==> config.mk <==
export PLATFORM = sky130hd
export DESIGN_NAME = mtpw_top
export DESIGN_NICKNAME = d
export VERILOG_FILES = /design/src/logic/mtpw_pkg.sv /design/src/logic/mtpw_top.sv
export VERILOG_INCLUDE_DIRS = /design/src /design/src/logic
export SDC_FILE = /design/constraint.sdc
export NUM_CORES = 1
export LEC_CHECK = 0
export BUFFER_PORTS_ARGS = -buffer_cell sky130_fd_sc_hd__buf_2
export CORE_MARGIN = 3
export CORE_UTILIZATION = 59
export CTS_CLUSTER_SIZE = 40
export DETAILED_ROUTE_END_ITERATION = 10
export PLACE_DENSITY = 0.9
export SETUP_SLACK_MARGIN = 0.05
export SKIP_CTS_REPAIR_TIMING = 1
export SLEW_MARGIN = 20
export SYNTH_ARGS = -nofsm -noshare
export SYNTH_HDL_FRONTEND = slang
export SYNTH_SLANG_ARGS = --single-unit
==> constraint.sdc <==
create_clock -name pclk -period 2.95 [get_ports pclk]
set_clock_uncertainty 0.1 [all_clocks]
set_input_delay 0.1475 -clock pclk [delete_from_list [all_inputs] [get_ports pclk]]
set_output_delay 0.1475 -clock pclk [all_outputs]
set_load 0.02 [all_outputs]
==> src/logic/mtpw_cfg.svh <==
// Constants for the timer, prescaler and watchdog block.
// Assumes inclusion by the top module and the bench.
`ifndef MTPW_CFG_SVH
`define MTPW_CFG_SVH
// ==========================================================
// Register map (byte addresses)
`define MTPW_A_PCTRL   12'h000
`define MTPW_A_PRELOAD 12'h004
`define MTPW_A_W1      12'h008
`define MTPW_A_W2      12'h00c
`define MTPW_A_W3      12'h010
`define MTPW_A_W4      12'h014
`define MTPW_A_W5      12'h018
`define MTPW_A_W6      12'h01c
`define MTPW_A_T1      12'h020
`define MTPW_A_T2      12'h024
`define MTPW_A_T3      12'h028
`define MTPW_A_T4      12'h02c
`define MTPW_A_STAT    12'h030
`define MTPW_A_MASK    12'h034
`define MTPW_A_CNT     12'h038
// ==========================================================
// Field positions
`define MTPW_RUN_BIT   0
`define MTPW_T4RUN_BIT 1
`define MTPW_T4SRC_BIT 0
`define MTPW_PWMX_BIT  2
`define MTPW_STAT_WDF  4
// ==========================================================
// Watchdog
`define MTPW_WDOG_RATIO 65534
`endif

==> src/logic/mtpw_pkg.sv <==
// Types shared by the timer block.
// Assumes the cfg header for constants.
package mtpw_pkg;
    // One timer's control nibble
    typedef struct packed {
        logic       mode3;
        logic       run;
        logic [1:0] src;
    } mtpw_wctl_t;
    // Pin group towards the counter and interrupt pins
    typedef struct packed {
        logic ext_irq_pin_a;
        logic ext_irq_pin_b;
        logic counter_pin_a;
        logic counter_pin_b;
        logic crystal_input;
    } mtpw_pins_t;
endpackage

==> src/logic/mtpw_top.sv <==
// Timer subsystem: prescaler, four auto-reload timers, watchdog, APB regs.
// Assumes pins synchronous to pclk; clock sources arrive as levels.
//
// Contract
// - Fixed divider flags after n pulses
// - Timer counts n+1, flags, reloads, continues
// - Prescaler 8-bit, instruction clock, ratio 1-256
// - Timer 1 source: instr, prescaler, crystal, pin
// - Timer 1 links int A, feeds timer 2
// - Timer 2 source: sys, prescaler, t1, pwm
// - Timer 3 source: pwm, prescaler, t2, pin B
// - Timer 4 PWM, counts crystal or every second prescaler pulse
// - Each timer has own interrupt flag
// - Control registers govern; watchdog runs free
// - Watchdog 65534, flag then reset on second
// - Prescaler divides by reload plus one
// - Prescaler counts only when run bit set
`include "mtpw_cfg.svh"
`timescale 1ns/1ps
`default_nettype none
module mtpw_top
    import mtpw_pkg::*;
#(
    parameter int WDOG_RATIO = `MTPW_WDOG_RATIO
) (
    // Clock and reset
    input  wire logic        pclk,
    input  wire logic        presetn,
    // APB slave
    input  wire logic        psel,
    input  wire logic        penable,
    input  wire logic        pwrite,
    input  wire logic [11:0] paddr,
    input  wire logic [31:0] pwdata,
    output logic [31:0]      prdata,
    output logic             pready,
    output logic             pslverr,
    // Count sources and pins
    input  wire logic        instr_cycle_clock,
    input  wire logic        sys_clock_src,
    input  wire mtpw_pins_t  pins,
    // Outputs
    output logic             counter_out_a,
    output logic             counter_out_b,
    output logic             pwm_signal,
    output logic             irq,
    output logic             sys_reset_req
);
    // ==========================================================
    // Edge detection of count sources (sources are levels)
    logic [5:0] src_q;
    wire  [5:0] src_now = {instr_cycle_clock, sys_clock_src, pins.crystal_input,
                           pins.counter_pin_a, pins.counter_pin_b, pwm_signal};
    wire  [5:0] src_rise = src_now & ~src_q;
    wire  e_instr = src_rise[5];
    wire  e_sys   = src_rise[4];
    wire  e_xtal  = src_rise[3];
    wire  e_pina  = src_rise[2];
    wire  e_pinb  = src_rise[1];
    wire  e_pwm   = src_rise[0];
    logic [1:0] irqa_q;
    // Interrupt-pin edges start linked timers
    wire  e_irqa = pins.ext_irq_pin_a & ~irqa_q[0];
    wire  e_irqb = pins.ext_irq_pin_b & ~irqa_q[1];

    // Registers
    logic [3:0] prescaler_control;
    logic [7:0] prescaler_reload, pre_cnt;
    mtpw_wctl_t w1, w2, w3, w5;
    logic [3:0] w4, w6;
    logic [7:0] rel [4];
    logic [7:0] cnt [4];
    logic [4:0] stat, mask;
    logic [15:0] wd_cnt;
    logic       prescaler_out, pwm_div;
    logic [3:0] udf;
    // Bus write strobes, declared early because the counters load from them
    wire        acc    = psel & penable;
    wire        wr     = acc & pwrite;
    wire        wr_pre = wr & (paddr == `MTPW_A_PRELOAD);
    wire [3:0]  wr_tim;
    assign wr_tim[0] = wr & (paddr == `MTPW_A_T1);
    assign wr_tim[1] = wr & (paddr == `MTPW_A_T2);
    assign wr_tim[2] = wr & (paddr == `MTPW_A_T3);
    assign wr_tim[3] = wr & (paddr == `MTPW_A_T4);

    // ==========================================================
    // Shared arithmetic: one step of an auto-reload down counter
    function automatic logic [7:0] step(input logic [7:0] c, input logic [7:0] r);
        step = (c == 8'h00) ? r : c - 8'h01;
    endfunction

    // ==========================================================
    // Prescaler: counts instruction clock edges while run bit set
    wire pre_run  = prescaler_control[`MTPW_RUN_BIT];
    wire pre_tick = pre_run & e_instr;
    wire pre_udf  = pre_tick & (pre_cnt == 8'h00);
    always_ff @(posedge pclk or negedge presetn) begin
        if (!presetn) begin
            pre_cnt       <= 8'h00;
            prescaler_out <= 1'b0;
        end else begin
            if (wr_pre)
                pre_cnt <= pwdata[7:0];
            else if (pre_tick)
                pre_cnt <= step(pre_cnt, prescaler_reload);
            prescaler_out <= pre_udf;
        end
    end

    // ==========================================================
    // Count-source multiplexers
    wire src1 = (w1.src == 2'h0) ? e_instr :
                (w1.src == 2'h1) ? prescaler_out :
                (w1.src == 2'h2) ? e_xtal : e_pina;
    wire src2 = (w2.src == 2'h0) ? e_sys :
                (w2.src == 2'h1) ? prescaler_out :
                (w2.src == 2'h2) ? udf[0] : e_pwm;
    wire src3 = (w3.src == 2'h0) ? e_pwm :
                (w3.src == 2'h1) ? prescaler_out :
                (w3.src == 2'h2) ? udf[1] : e_pinb;
    wire src4 = w4[`MTPW_T4SRC_BIT] ? (prescaler_out & pwm_div) : e_xtal;

    // Interrupt-linked gating: with mode bit set, wait for pin edge
    logic t1_armed, t3_armed;
    wire  run1 = w1.run & (~w1.mode3 | t1_armed);
    wire  run3 = w3.run & (~w3.mode3 | t3_armed);
    wire  run4 = w4[`MTPW_T4RUN_BIT];
    wire [3:0] tick = {run4 & src4, run3 & src3, w2.run & src2, run1 & src1};
    wire [3:0] next_udf;
    genvar gi;
    for (gi = 0; gi < 4; gi++) begin : g_udf
        assign next_udf[gi] = tick[gi] & (cnt[gi] == 8'h00);
    end

    // ==========================================================
    // Four timers: count down, reload on underflow
    always_ff @(posedge pclk or negedge presetn) begin
        if (!presetn) begin
            for (int i = 0; i < 4; i++) begin
                cnt[i] <= 8'h00;
            end
            udf <= 4'h0;
        end else begin
            for (int i = 0; i < 4; i++) begin
                if (wr_tim[i])
                    cnt[i] <= pwdata[7:0];
                else if (tick[i])
                    cnt[i] <= step(cnt[i], rel[i]);
            end
            udf <= next_udf;
        end
    end

    // Linked start, pin divide-by-2 outputs and PWM toggle
    always_ff @(posedge pclk or negedge presetn) begin
        if (!presetn) begin
            irqa_q        <= 2'b00;
            src_q         <= 6'h00;
            t1_armed      <= 1'b0;
            t3_armed      <= 1'b0;
            counter_out_a <= 1'b0;
            counter_out_b <= 1'b0;
            pwm_signal    <= 1'b0;
            pwm_div       <= 1'b0;
        end else begin
            irqa_q <= {pins.ext_irq_pin_b, pins.ext_irq_pin_a};
            src_q  <= src_now;
            if (!w1.run)
                t1_armed <= 1'b0;
            else if (e_irqa)
                t1_armed <= 1'b1;
            if (!w3.run)
                t3_armed <= 1'b0;
            else if (e_irqb)
                t3_armed <= 1'b1;
            if (w2.mode3 ? udf[1] : udf[0])
                counter_out_a <= ~counter_out_a;
            if (w6[1] ? udf[2] : udf[3])
                counter_out_b <= ~counter_out_b;
            if (udf[3])
                pwm_signal <= ~pwm_signal;
            if (prescaler_out)
                pwm_div <= ~pwm_div;
        end
    end

    // ==========================================================
    // Watchdog: free running, flag on first expiry, reset on second
    wire wd_exp = e_instr & (wd_cnt == 16'(WDOG_RATIO - 1));
    always_ff @(posedge pclk or negedge presetn) begin
        if (!presetn) begin
            wd_cnt        <= 16'h0000;
            sys_reset_req <= 1'b0;
        end else begin
            if (e_instr)
                wd_cnt <= wd_exp ? 16'h0000 : wd_cnt + 16'h0001;
            if (wd_exp & stat[`MTPW_STAT_WDF])
                sys_reset_req <= 1'b1;
        end
    end

    // ==========================================================
    // APB decode; zero wait states
    wire        hit   = (paddr <= `MTPW_A_CNT) && (paddr[1:0] == 2'b00);
    wire        wr_stat = wr & (paddr == `MTPW_A_STAT);
    wire [4:0]  ev = {wd_exp, next_udf};
    wire [4:0]  next_stat = ev | (stat & ~(wr_stat ? pwdata[4:0] : 5'h00));

    logic [31:0] rmux;
    always_comb begin
        rmux = 32'h0;
        if (paddr == `MTPW_A_PCTRL)        rmux[3:0] = prescaler_control;
        else if (paddr == `MTPW_A_PRELOAD) rmux[7:0] = prescaler_reload;
        else if (paddr == `MTPW_A_W1)      rmux[3:0] = w1;
        else if (paddr == `MTPW_A_W2)      rmux[3:0] = w2;
        else if (paddr == `MTPW_A_W3)      rmux[3:0] = w3;
        else if (paddr == `MTPW_A_W4)      rmux[3:0] = w4;
        else if (paddr == `MTPW_A_W5)      rmux[3:0] = w5;
        else if (paddr == `MTPW_A_W6)      rmux[3:0] = w6;
        else if (paddr == `MTPW_A_T1)      rmux[7:0] = cnt[0];
        else if (paddr == `MTPW_A_T2)      rmux[7:0] = cnt[1];
        else if (paddr == `MTPW_A_T3)      rmux[7:0] = cnt[2];
        else if (paddr == `MTPW_A_T4)      rmux[7:0] = cnt[3];
        else if (paddr == `MTPW_A_STAT)    rmux[4:0] = stat;
        else if (paddr == `MTPW_A_MASK)    rmux[4:0] = mask;
        else if (paddr == `MTPW_A_CNT)     rmux[15:0] = wd_cnt;
    end

    // Register writes; timer writes load both counter and reload
    always_ff @(posedge pclk or negedge presetn) begin
        if (!presetn) begin
            prescaler_control <= 4'h0;
            prescaler_reload  <= 8'h00;
            w1 <= '0; w2 <= '0; w3 <= '0; w5 <= '0;
            w4 <= 4'h0; w6 <= 4'h0;
            for (int i = 0; i < 4; i++) begin
                rel[i] <= 8'h00;
            end
            mask <= 5'h00;
        end else if (wr) begin
            if (paddr == `MTPW_A_PCTRL)        prescaler_control <= pwdata[3:0];
            else if (paddr == `MTPW_A_PRELOAD) prescaler_reload  <= pwdata[7:0];
            else if (paddr == `MTPW_A_W1)      w1 <= pwdata[3:0];
            else if (paddr == `MTPW_A_W2)      w2 <= pwdata[3:0];
            else if (paddr == `MTPW_A_W3)      w3 <= pwdata[3:0];
            else if (paddr == `MTPW_A_W4)      w4 <= pwdata[3:0];
            else if (paddr == `MTPW_A_W5)      w5 <= pwdata[3:0];
            else if (paddr == `MTPW_A_W6)      w6 <= pwdata[3:0];
            else if (paddr == `MTPW_A_MASK)    mask <= pwdata[4:0];
            for (int i = 0; i < 4; i++) begin
                if (wr_tim[i]) rel[i] <= pwdata[7:0];
            end
        end
    end

    // Status (set wins over clear), bus answer, interrupt line
    always_ff @(posedge pclk or negedge presetn) begin
        if (!presetn) begin
            stat    <= 5'h00;
            prdata  <= 32'h0;
            pready  <= 1'b0;
            pslverr <= 1'b0;
            irq     <= 1'b0;
        end else begin
            stat    <= next_stat;
            pready  <= psel & ~penable;
            pslverr <= psel & ~penable & ~hit;
            prdata  <= (psel & ~penable & hit) ? rmux : 32'h0;
            irq     <= |(next_stat & mask);
        end
    end

    // ==========================================================
    // Assertions
    property p_pre_gate;
        @(posedge pclk) disable iff (!presetn)
        !pre_run |=> !prescaler_out;
    endproperty
    a_pre_gate: assert property (p_pre_gate) else $error("prescaler ran while stopped");
    property p_udf_pulse;
        @(posedge pclk) disable iff (!presetn)
        udf[0] |=> !udf[0];
    endproperty
    a_udf_pulse: assert property (p_udf_pulse) else $error("underflow not one cycle");
    property p_reload;
        @(posedge pclk) disable iff (!presetn)
        (next_udf[1] && !wr_tim[1]) |=> cnt[1] == $past(rel[1]);
    endproperty
    a_reload: assert property (p_reload) else $error("timer 2 did not reload");
    property p_flag;
        @(posedge pclk) disable iff (!presetn)
        next_udf[2] |=> stat[2];
    endproperty
    a_flag: assert property (p_flag) else $error("timer 3 flag not set");
    property p_pre_reload;
        @(posedge pclk) disable iff (!presetn)
        (pre_udf && !wr_pre) |=> pre_cnt == $past(prescaler_reload);
    endproperty
    a_pre_reload: assert property (p_pre_reload) else $error("prescaler reload wrong");
    property p_wdf;
        @(posedge pclk) disable iff (!presetn)
        wd_exp |=> stat[`MTPW_STAT_WDF];
    endproperty
    a_wdf: assert property (p_wdf) else $error("watchdog flag not set");
    property p_chain;
        @(posedge pclk) disable iff (!presetn)
        (w2.src == 2'h2 && w2.run && udf[0]) |-> tick[1];
    endproperty
    a_chain: assert property (p_chain) else $error("timer 1 underflow not counted");
    property p_t1_link;
        @(posedge pclk) disable iff (!presetn)
        (w1.mode3 && !t1_armed) |-> !tick[0];
    endproperty
    a_t1_link: assert property (p_t1_link) else $error("timer 1 ran before start edge");
    property p_t3_link;
        @(posedge pclk) disable iff (!presetn)
        (w3.mode3 && !t3_armed) |-> !tick[2];
    endproperty
    a_t3_link: assert property (p_t3_link) else $error("timer 3 ran before start edge");
    property p_pre_hold;
        @(posedge pclk) disable iff (!presetn)
        (!pre_tick && !wr_pre) |=> $stable(pre_cnt);
    endproperty
    a_pre_hold: assert property (p_pre_hold) else $error("prescaler moved while idle");
    property p_t1_hold;
        @(posedge pclk) disable iff (!presetn)
        (!tick[0] && !wr_tim[0]) |=> $stable(cnt[0]);
    endproperty
    a_t1_hold: assert property (p_t1_hold) else $error("timer 1 moved without a count");
    property p_t4_flag;
        @(posedge pclk) disable iff (!presetn)
        next_udf[3] |=> stat[3];
    endproperty
    a_t4_flag: assert property (p_t4_flag) else $error("timer 4 flag not set");
    property p_wd_reset;
        @(posedge pclk) disable iff (!presetn)
        (wd_exp && stat[`MTPW_STAT_WDF]) |=> sys_reset_req;
    endproperty
    a_wd_reset: assert property (p_wd_reset) else $error("no reset on second expiry");
    c_link: cover property (@(posedge pclk) disable iff (!presetn) $rose(t1_armed));
    c_udf4: cover property (@(posedge pclk) disable iff (!presetn) udf[3]);
    c_reset: cover property (@(posedge pclk) disable iff (!presetn) $rose(sys_reset_req));
    c_irq: cover property (@(posedge pclk) disable iff (!presetn) $rose(irq));
endmodule
`default_nettype wire

# ---- Yosys cells after proc, flatten, opt, wreduce, memory -nomap -nowiden
# Index checks and enable logic that the tools add are counted.
dict set report totals {
  ff_bits 173
  out_inout_bits 39
  elab_cells 246
}
dict set report classes {
  add_sub_neg 6
  magnitude_cmp 1
  n_eq_ne 23
  mux 89
  bitwise_logic 54
  reduce_logical 30
}
# cell n
set op_table {}
lappend op_table {{16-bit 2-to-1 mux} 17}
lappend op_table {{8-bit 2-to-1 mux} 25}
lappend op_table {{11-bit 2-to-1 mux} 14}
lappend op_table {{12-bit by 6-bit == test with 1-bit output, second input constant} 7}
lappend op_table {{12-bit 2-to-1 mux} 7}
lappend op_table {{12-bit by 5-bit == test with 1-bit output, second input constant} 4}
lappend op_table {{8-bit logical NOT} 5}
lappend op_table {{8-bit by 1-bit subtractor with 8-bit output, second input constant} 5}
lappend op_table {{1-bit bitwise AND} 28}
lappend op_table {{4-bit 2-to-1 mux} 7}
lappend op_table {{12-bit by 4-bit == test with 1-bit output, second input constant} 2}
lappend op_table {{1-bit NOT} 18}
lappend op_table {{16-bit by 1-bit adder with 16-bit output, second input constant} 1}
lappend op_table {{16-bit == test, second input constant} 1}
lappend op_table {{1-bit 2-to-1 mux} 16}
lappend op_table {{5-bit 2-to-1 mux} 3}
lappend op_table {{12-bit by 3-bit == test with 1-bit output, second input constant} 1}
lappend op_table {{12-bit by 6-bit <= comparator with 1-bit output, second input constant} 1}
lappend op_table {{12-bit logical NOT} 1}
lappend op_table {{5-bit bitwise AND} 2}
lappend op_table {{10-bit AND reduction} 1}
lappend op_table {{2-bit AND reduction} 5}
lappend op_table {{2-bit nonzero test} 5}
lappend op_table {{9-bit AND reduction} 1}
lappend op_table {{other kinds (17)} 26}

# ---- Longest topological paths before layout
# Gate-level depths: netlist of the first run.
dict set report depth {
  word_depth 43
  ltp_mapped 9
  depth_no_buf 8
}

# ---- Least setup slack after synthesis of the first run
# OpenSTA, ideal clock, no wires.
dict set report synth_path {
  path_type {register to register}
  from {register cnt[0] (netlist bit)}
  to {register cnt[0] (netlist bit)}
  arrival_time_ns 1.873
  t_required_ns 2.721
  slack_ns 0.848
  path_stages_with_launch 9
  n_path_buf 1
  period_less_slack_ns 2.102
  path_cell_list {dfrtp_1 inv_1 ha_1 nand2b_1 or4b_2 buf_2 nor3b_1 a221oi_1 o21ai_0}
}
dict set report synth_between {
  elab_chain_cells 4
  word_cells_on_any_way 5
  cone_classes {add/sub: 1; mux: 3; reduce/logical: 1}
}
# element line
set synth_rtl {}
lappend synth_rtl {{from (decl)} mtpw_top.sv:72} ;# logic [7:0] cnt [4];
lappend synth_rtl {{from (signal, indexed assignment)} mtpw_top.sv:147} ;# cnt[i] <= pwdata[7:0];
lappend synth_rtl {{from (signal, indexed assignment)} mtpw_top.sv:149} ;# cnt[i] <= step(cnt[i], rel[i]);
lappend synth_rtl {{8-bit by 1-bit subtractor with 8-bit output / 8-bit logical NOT (equally long branches)} mtpw_top.sv:90} ;# step = (c == 8'h00) ? r : c - 8'h01;
lappend synth_rtl {{8-bit 2-to-1 mux (*)} mtpw_top.sv:90}
lappend synth_rtl {{8-bit 2-to-1 mux (*)} mtpw_top.sv:148} ;# else if (tick[i])
lappend synth_rtl {{8-bit 2-to-1 mux (*)} mtpw_top.sv:146} ;# if (wr_tim[i])
# Every way passes the cells marked *; elsewhere a longest branch is shown, timed or not. The select of a mux whose other input is x is not followed.
# A chain may end at the register's enable or synchronous reset.

# ---- Worst setup path after layout of the first run
dict set report layout_path {
  from {register cnt[16] (netlist bit)}
  to {register cnt[17] (netlist bit)}
}
# Same word-level chain as after synthesis.

==> flow_summary.toml, run 1 <==
[hold_path]
min_path_type = "in -> reg"

[layout]
fin_nets = 1102
drive_above_1_share = 0.1608
antenna_cells = 0
area_growth_pct = 13.92

[drt]
drc = 0
avgRoutedWirePerCell_um = 20.09
viasPerCell = 6.345
drt-pass1-iter-count = 5
vias = 7836
route.final.wire_length_mm = 24.81
ant_nets = 0
drt_iter0_drc = 796

[global_route]
grt_pass1_wl_mm = 38.69
grt_start_max_net_pins = 69
grt.total_usage = 0.2998
antenna_found_initial = 0
grt_pass1_vias = 7345
overflow = 0

[timing]
hold_violations = 0
period_minus_slack_ns = 2.411
rsz0062_at_grt = "no"
layout_setup_ws_ns = 0.5387
worst_slew_pin_slew_ns = 0.6375
fin_crit_sh = 0.8174
max_slew_margin = 0.5727
slew_viol_final = 0
setup_tns_ns = 0
setup_viol = 0
fmax_mhz = 414.7

[yosys]
ys_ff_latch = 173
syn_inst = 970
synthFlopType = "dfrtp_1"
ys_seq_area_frac = 0.4803
synth_cell_type_count = 76
synth_enable_flop_cells = 0
yosysWarnings = 0
synth.avg_cell_area_sq_um = 9.292
netlist_area_sq_um = 9014
async_reset_ff_frac = 1.000

[critical_path]
worstSetupPathType = "reg -> reg"
required_ns = 3.20
end_kind = "flip-flop"
cpMaxStageDelayCell = "dfrtp_1"
critPathMaxStageDelay_ns = 0.47
cp_max_fo = 11
critPathLaunchType = "flip-flop"
cp_cell_sequence = "inv_1 > ha_1 > nor3b_1 > nand3_1 > a211oi_1 > a21oi_1 > o21ai_0"
crit_arrival_ns = 2.66

[power_and_ir_drop]
peakVddDrop_uv = 565.7
p_clk_frac = 0.471
swShare = 0.2352
powerDensity_nw_per_um2 = 519.2
intPower_mw = 4.077
seq_power_share = 0.461
power_leakage_nw = 5.052
p_comb_frac = 0.067
p_switching_mw = 1.254

[clock_network]
clock_sinks = 173
cts-root-buf = "clkbuf_16"
numCtsBuffers = 17
clk_pin_slew_ns = 0.07
htree_levels = 4
cts_buffer_depth = 2
clk_latency_ns = 0.44
cts_tree = "yes"

[job]
max-cap-violations = 0

[floorplan]
fp.dieArea_sq_um = 16800
ios = 95
start_util = 0.6109
rows = 44
die_y_um = 129.6
die_w_um = 129.6
coreArea_sq_um = 14750

[placement]
place.gp.congestion = 1.009
pre_cts_ws_ns = 0.5944
io_buffers = 54
hpwlAfterDp_mm = 17.30

[run_status]
status = "finished, final reports clean"
-- metal layers --
layer	part of all wire	track usage
met4	0.036	0.1229
met3	0.096	0.08491
met1	0.40	0.3932
met5	0	0
met2	0.47	0.4722
-- registers in the layout, indices dropped and copies added, names as in the netlist, 2 cells and up --
register,flops
cnt,32
prescaler_reload,8
w4,4
prdata,16
stat,5
w2,4
wd_cnt,16
prescaler_control,4
udf,4
mask,5
pre_cnt,8
w1,4
src_q,6
w6,4
w3,4
irqa_q,2
w5,4
rel,32
-- through the flow --
| stage | power (mW) | util | hold slack, ns | cells | area (sq um) |
|---|---|---|---|---|---|
| after floorplan | 2.691 | - | -0.2481 | 985 | 9070 |
| after global placement | 2.828 | 0.6423 | 0.07971 | 1190 | 9477 |
| after detailed placement | 2.839 | 0.6423 | 0.08398 | 1190 | 9477 |
| after CTS | 5.329 | 0.6872 | -0.3807 | 1222 | 10140 |
| after global routing | 5.481 | 0.6960 | 0.01195 | 1235 | 10270 |
| final | 5.331 | 0.6960 | 0.001093 | 1235 | 10270 |
-- synthesized netlist by cell type, types with 6 or more instances --
library cell,count,area [sq um]
nand4_1,9,56.30
buf_2,12,60.06
o31ai_1,10,75.07
a31oi_1,12,75.07
clkbuf_1,25,93.84
nor3_1,21,105.1
or3_1,7,43.79
or2_2,6,37.54
and2_1,12,75.07
xnor2_1,7,61.31
buf_4,16,120.1
xor2_1,14,122.6
nor3b_1,6,45.04
ha_1,8,100.1
nor4_1,6,37.54
o21ai_0,57,285.3
inv_1,21,78.83
a211oi_1,8,60.06
nor2b_1,11,68.82
o22ai_1,11,68.82
a21oi_1,49,245.2
mux2i_1,24,240.2
mux2_2,35,394.1
nand3_1,14,70.07
a22oi_1,8,60.06
nor2_1,108,405.4
nand2b_1,10,62.56
nand2_1,178,668.1
and3_1,8,50.05
dfrtp_1,173,4329
-- worst paths after layout --
path	start	endpoint	slack (ns)	cells after the start
worst max register to register	cnt[16]$_DFFE_PN0P_	cnt[17]$_DFFE_PN0P_	0.54	7
min in group asynchronous	presetn	wd_cnt[13]$_DFFE_PN0P_	0.18	2
max in group asynchronous	presetn	cnt[9]$_DFFE_PN0P_	1.66	3
worst max-delay path	cnt[16]$_DFFE_PN0P_	cnt[17]$_DFFE_PN0P_	0.54	7
worst min register to register	sys_reset_req$_DFFE_PN0P_	sys_reset_req$_DFFE_PN0P_	0.35	1
worst min-delay path	pwdata[4]	rel[4]$_DFFE_PN0P_	0.001	3
-- area by class of cell --
| cell class | instances | area [sq um] |
|---|---|---|
| inverter | 21 | 78.83 |
| fill | 1095 | 4486 |
| tap | 184 | 230.2 |
| clock inverter | 13 | 209.0 |
| timing repair buffer | 90 | 591.8 |
| sequential | 173 | 4329 |
| multi-input combinational | 735 | 4377 |
| clock buffer | 19 | 452.9 |
-- power by group through the flow --
stage	sequential (mW)	clock (mW)	combinational, mW
finish	2.46	2.51	0.359
global route	2.46	2.63	0.391
CTS	2.46	2.53	0.339
detailed placement	2.50	0	0.337
global placement	2.50	0	0.327
floorplan	2.49	0	0.201
-- cells by family (layout without fill, tap and decap cells) --
family	count (synthesis)	count (layout)	share of synthesized area
other cells	1	16	0.0004160
xor+xnor	21	21	0.02041
fa+ha+maj	8	8	0.01111
simple gates	426	426	0.2263
mux	63	63	0.08037
buf+inv	77	143	0.04040
flops	173	173	0.4803
compound gates	201	201	0.1408
-- worst max-delay path, delay by kind of cell (launching register included) --
kind	cells	cell delay [ns]
AO/OA/AOI/OAI	3	0.65
adder cells (fa/ha/maj)	1	0.17
flip-flops	1	0.47
AND/OR/NAND/NOR	2	0.84
buffers and inverters	1	0.09
-- placed cells by master (no fill, tap or decap), drive strengths merged, types with 8 or more instances in the layout --
| master | n |
|---|---|
| dfrtp | 173 |
| a22oi | 8 |
| nor3 | 25 |
| xor2 | 14 |
| o22ai | 11 |
| nor4 | 9 |
| conb | 16 |
| and2 | 12 |
| o21ai | 58 |
| and3 | 8 |
| mux2i | 24 |
| a21oi | 50 |
| nor2 | 109 |
| mux2 | 35 |
| nand2b | 10 |
| a31oi | 12 |
| o31ai | 10 |
| clkbuf | 19 |
| nor2b | 11 |
| buf | 77 |
| nand3 | 15 |
| dlygate4sd3 | 13 |
| inv | 24 |
| a211oi | 8 |
| nand4 | 9 |
| ha | 8 |
| nand2 | 179 |
Power figures use the tool's default switching activity.
==> run 2, diff against run 1 <==
Settings changed: CORE_UTILIZATION 59 to 54, PLACE_DENSITY 0.9 to 0.87.
Clock period 2.95 ns to 2 ns, I/O delays scaled along.
==> flow_summary.toml, run 2 (synthesis results as in run 1) <==
[power_and_ir_drop]
power_leakage_nw = 5.528
peakVddDrop_uv = 635.9
powerDensity_nw_per_um2 = 684.8

[timing]
worst_hold_slack_ns = -0.008310
fin_crit_sh = 1.027
worst_slew_pin_slew_ns = 0.5762
fmax_mhz = 486.7
layout_setup_ws_ns = -0.05475
max_slew_margin = 0.6159
period_minus_slack_ns = 2.055
setup_viol = 4
setup_tns_ns = -0.07867
hold_violations = 1
rsz0062_at_grt = "yes"
slew_viol_final = 0

[clock_network]
clk_pin_slew_ns = 0.07
clk_latency_ns = 0.45
clock_sinks = 173
cts_buffer_depth = 2
numCtsBuffers = 17
cts-root-buf = "clkbuf_16"
htree_levels = 4
cts_tree = "yes"

[layout]
fin_nets = 1192
area_growth_pct = 23.96
regArea_sq_um = 4332
multi_input_comb_area_sq_um = 4544
layout_common_cells = "177 x nand2_1, 171 x dfrtp_1, 103 x buf_4, 101 x nor2_1, 53 x buf_2"
drive_above_1_share = 0.2568
largestRegisters = "cnt x32, rel x32"
fill_cells = 1219
final_common_cell = "nand2_1"
antenna_cells = 0

[global_route]
antenna_found_initial = 0
grt.total_usage = 0.2952
grt_pass1_vias = 8112
grt_start_max_net_pins = 78
grt_pass1_wl_mm = 41.83
overflow = 0

[drt]
route.final.wire_length_mm = 26.64
avgRoutedWirePerCell_um = 19.63
vias = 8189
drt-pass1-iter-count = 6
ant_nets = 0
viasPerCell = 6.035
drc = 0
drt_iter0_drc = 851

[floorplan]
ios = 95
rows = 46
fp.dieArea_sq_um = 18280
die_y_um = 135.2
die_w_um = 135.2
coreArea_sq_um = 16120
start_util = 0.5593

[critical_path]
rrSetupSlack_ns = -0.05
cp_max_fo = 8
cpMaxStageDelayCell = "or4b_4"
r2r_end = "cnt[5]$_DFFE_PN0P_"
crit_arrival_ns = 2.29
crit_family = "simple AND/OR/NAND/NOR gates"
required_ns = 2.24
rr_worst_depth = 9
cp_cell_sequence = "inv_1 > ha_2 > nand2b_1 > or4b_4 > buf_8 > nor2_2 > a311oi_2 > a21oi_1 > o21ai_1"
end_kind = "flip-flop"
path_buf_inv = 2
timing.rr.start = "cnt[0]$_DFFE_PN0P_"
critPathMaxStageDelay_ns = 0.57
worstSetupPathType = "reg -> reg"
critPathLaunchType = "flip-flop"

[placement]
place.gp.congestion = 0.9904
pre_cts_ws_ns = -0.1124
io_buffers = 54
hpwlAfterDp_mm = 18.95

[hold_path]
min_path_type = "in -> reg"
whs_path_depth = 3
min_to = "rel[27]$_DFFE_PN0P_"
hold_start = "pwdata[3]"

[job]
max-cap-violations = 0

[run_status]
violations = "hold timing, setup timing"
status = "complete, but fails checks"
[run 2: changes by cell type in the layout (fill, tap and decap cells not counted), moves of 3 or more]
cell / before / now
buf_4: 22 / 103
o21ai_0: 57 / 47
o21ai_1: 1 / 10
nor2_1: 108 / 101
buf_12: 1 / 6
inv_8: 0 / 4
nor2_2: 1 / 5
nor3b_1: 6 / 2
bufinv_16: 5 / 2
clkinv_2: 3 / 0
ha_1: 8 / 5
ha_2: 0 / 3
nor2_4: 0 / 3
nor3b_2: 0 / 3
[run 2: cell type report]
type / count / share of cell area
Sequential cell: 173 / 0.3877
Clock buffer: 18 / 0.03841
Tap cell: 216 / 0.02419
Inverter: 21 / 0.007055
Timing Repair Buffer: 180 / 0.1205
Clock inverter: 14 / 0.01545
Multi-Input combinational cell: 735 / 0.4067
[run 2: where the power goes]
part           switching [mW]  internal, mW
sequential             0.0662          3.55
combinational           0.393         0.222
clock                    1.53          1.89
total                    1.98          5.67
[run 2: layer usage]
metal / share of wire / global-route usage / vias up
met1: 0.39 / 0.3909 / 3991
met2: 0.49 / 0.4831 / 416
met4: 0.032 / 0.1170 / 0
li1: - / - / 3706
met3: 0.087 / 0.05572 / 76
met5: 0 / 0 / -
[run 2: how the worst max path moves through the flow]
| stage | endpoint | cells after the start | slack, ns | startpoint |
|---|---|---|---|---|
| after floorplan | cnt[0]$_DFFE_PN0P_ | 8 | 0.03 | cnt[0]$_DFFE_PN0P_ |
| after CTS | cnt[22]$_DFFE_PN0P_ | 6 | -0.14 | cnt[16]$_DFFE_PN0P_ |
| after detailed placement | cnt[22]$_DFFE_PN0P_ | 6 | -0.11 | cnt[16]$_DFFE_PN0P_ |
| after global routing | cnt[5]$_DFFE_PN0P_ | 9 | -0.16 | cnt[0]$_DFFE_PN0P_ |
| after global placement | w4[0]$_DFFE_PN0P_ | 7 | -0.05 | paddr[11] |
| final | cnt[5]$_DFFE_PN0P_ | 9 | -0.05 | cnt[0]$_DFFE_PN0P_ |
[run 2: worst register-to-register path: stages (launching register included)]
cell      delay (ns)
dfrtp_1         0.38
inv_1           0.07
ha_2            0.17
nand2b_1        0.08
or4b_4          0.57
buf_8           0.17
nor2_2          0.11
a311oi_2        0.06
a21oi_1         0.16
o21ai_1         0.07
[run 2: metrics by stage]
| stage | power (mW) | instances | hold WS [ns] | area, sq um | utilization |
|---|---|---|---|---|---|
| after floorplan | 3.969 | 985 | -0.2956 | 9080 | - |
| after global placement | 4.237 | 1303 | -0.09387 | 10190 | 0.6324 |
| after detailed placement | 4.251 | 1303 | -0.08529 | 10190 | 0.6324 |
| after CTS | 7.638 | 1335 | -0.5600 | 10790 | 0.6697 |
| after global routing | 7.889 | 1357 | 0.02601 | 11170 | 0.6933 |
| final | 7.651 | 1357 | -0.008310 | 11170 | 0.6933 |
==> run 3, diff against run 2 <==
Settings changed: CTS_CLUSTER_SIZE 40 to default, REMOVE_ABC_BUFFERS from default to 1, SKIP_LAST_GASP from default to 1.
==> flow_summary.toml, run 3 (synthesis results as in run 1) <==
[run_status]
status = "complete, but fails checks"
violations = "setup timing"

[clock_network]
numCtsBuffers = 17
clock_sinks = 173
clk_pin_slew_ns = 0.07
htree_levels = 4
cts_buffer_depth = 2
clk_latency_ns = 0.44
cts-root-buf = "clkbuf_16"
cts_tree = "yes"

[hold_path]
hold_start = "pwdata[0]"
min_to = "rel[24]$_DFFE_PN0P_"
whs_path_depth = 3
min_path_type = "in -> reg"

[timing]
slew_viol_final = 0
hold_violations = 0
rsz0062_at_grt = "yes"
period_minus_slack_ns = 2.035
fmax_mhz = 491.4
setup_viol = 1
layout_setup_ws_ns = -0.03501
fin_crit_sh = 1.018
worst_slew_pin_slew_ns = 0.6920
max_slew_margin = 0.5338

[power_and_ir_drop]
power_leakage_nw = 5.554
powerDensity_nw_per_um2 = 671.0
power_mw = 7.549
peakVddDrop_uv = 625.0

[global_route]
overflow = 0
grt_start_max_net_pins = 66
grt_pass1_wl_mm = 41.20
grt_pass1_vias = 7909
antenna_found_initial = 0
grt.total_usage = 0.2904

[critical_path]
rrSetupSlack_ns = -0.04
crit_arrival_ns = 2.25
cp_cell_sequence = "inv_2 > ha_4 > nand2b_4 > or4b_4 > nor3b_2 > a221oi_2 > o21ai_1"
critPathLaunchType = "flip-flop"
path_buf_inv = 1
worstSetupPathType = "reg -> reg"
timing.rr.start = "cnt[1]$_DFFE_PN0P_"
cpMaxStageDelayCell = "or4b_4"
required_ns = 2.22
crit_family = "simple AND/OR/NAND/NOR gates"
cp_max_fo = 5
r2r_end = "cnt[0]$_DFFE_PN0P_"
end_kind = "flip-flop"
rr_worst_depth = 7
critPathMaxStageDelay_ns = 0.60

[layout]
area_growth_pct = 24.82
largestRegisters = "cnt x32, rel x32"
fin_nets = 1196
drive_above_1_share = 0.2655
layout_common_cells = "177 x nand2_1, 171 x dfrtp_1, 102 x buf_4, 101 x nor2_1, 54 x buf_2"
final_common_cell = "nand2_1"

[floorplan]
die_y_um = 135.2
die_w_um = 135.2
fp.dieArea_sq_um = 18280
start_util = 0.5593
ios = 95
rows = 46
coreArea_sq_um = 16120

[placement]
io_buffers = 54
hpwlAfterDp_mm = 18.42
pre_cts_ws_ns = -0.1189
place.gp.congestion = 0.9939

[drt]
vias = 8406
viasPerCell = 6.172
drt-pass1-iter-count = 7
drc = 0
drt_iter0_drc = 850
route.final.wire_length_mm = 27.69
avgRoutedWirePerCell_um = 20.33
ant_nets = 0

[job]
max-cap-violations = 0
==> run 3: worst max-delay path by stage <==
stage          depth (start not counted)               start                  to  slack (ns)
5_1_grt                                7  cnt[1]$_DFFE_PN0P_  cnt[0]$_DFFE_PN0P_       -0.13
6_report                               7  cnt[1]$_DFFE_PN0P_  cnt[0]$_DFFE_PN0P_       -0.04
3_5_place_dp                           7  cnt[0]$_DFFE_PN0P_  cnt[0]$_DFFE_PN0P_       -0.12
4_1_cts                                5  cnt[5]$_DFFE_PN0P_  cnt[0]$_DFFE_PN0P_       -0.16
3_3_place_gp                           7  cnt[0]$_DFFE_PN0P_  cnt[0]$_DFFE_PN0P_        -0.1
2_1_floorplan                          7  cnt[0]$_DFFE_PN0P_  cnt[0]$_DFFE_PN0P_       -0.12
==> run 3: power by group <==
group          switching, mW  leakage [nW]  internal [mW]
clock                   1.50         0.278           1.81
combinational          0.395          2.91          0.225
sequential            0.0746          2.37           3.55
total                   1.97          5.55           5.58
==> run 3: metrics by stage <==
| stage | TNS [ns] | util | instance area, sq um | hold WS (ns) | std cells |
|---|---|---|---|---|---|
| 2_1_floorplan | -0.2348 | - | 8785 | -0.2956 | 929 |
| 3_3_place_gp | -0.7109 | 0.6321 | 10190 | -0.03080 | 1303 |
| 3_5_place_dp | -1.509 | 0.6321 | 10190 | -0.03147 | 1303 |
| 4_1_cts | -0.8659 | 0.6683 | 10770 | -0.4977 | 1335 |
| 5_1_grt | -0.1776 | 0.6980 | 11250 | 0.03099 | 1361 |
| 6_report | -0.03501 | 0.6981 | 11250 | 0.01729 | 1362 |
==> run 3: worst min-delay path, delay by kind of cell <==
kind / cells / cell delay, ns
buf+inv: 1 / 0.24
simple gates: 2 / 0.18
==> run 3: metal layers <==
metal | share of wire | vias to the layer above | track usage
met5 | 0 | - | 0
met4 | 0.030 | 0 | 0.09910
met3 | 0.093 | 97 | 0.07987
met2 | 0.49 | 476 | 0.4679
met1 | 0.39 | 4112 | 0.3821
li1 | - | 3721 | -
==> run 3: area by class of cell <==
type	count	area (sq um)
fillers	1151	4865
multi-input cells	736	4613
flip-flops and latches	173	4332
repair buffers	183	1371
clock buffers	19	452.9
well taps	216	270.3
clock inverters	13	130.1
inverters	21	78.83
diodes	1	2.502
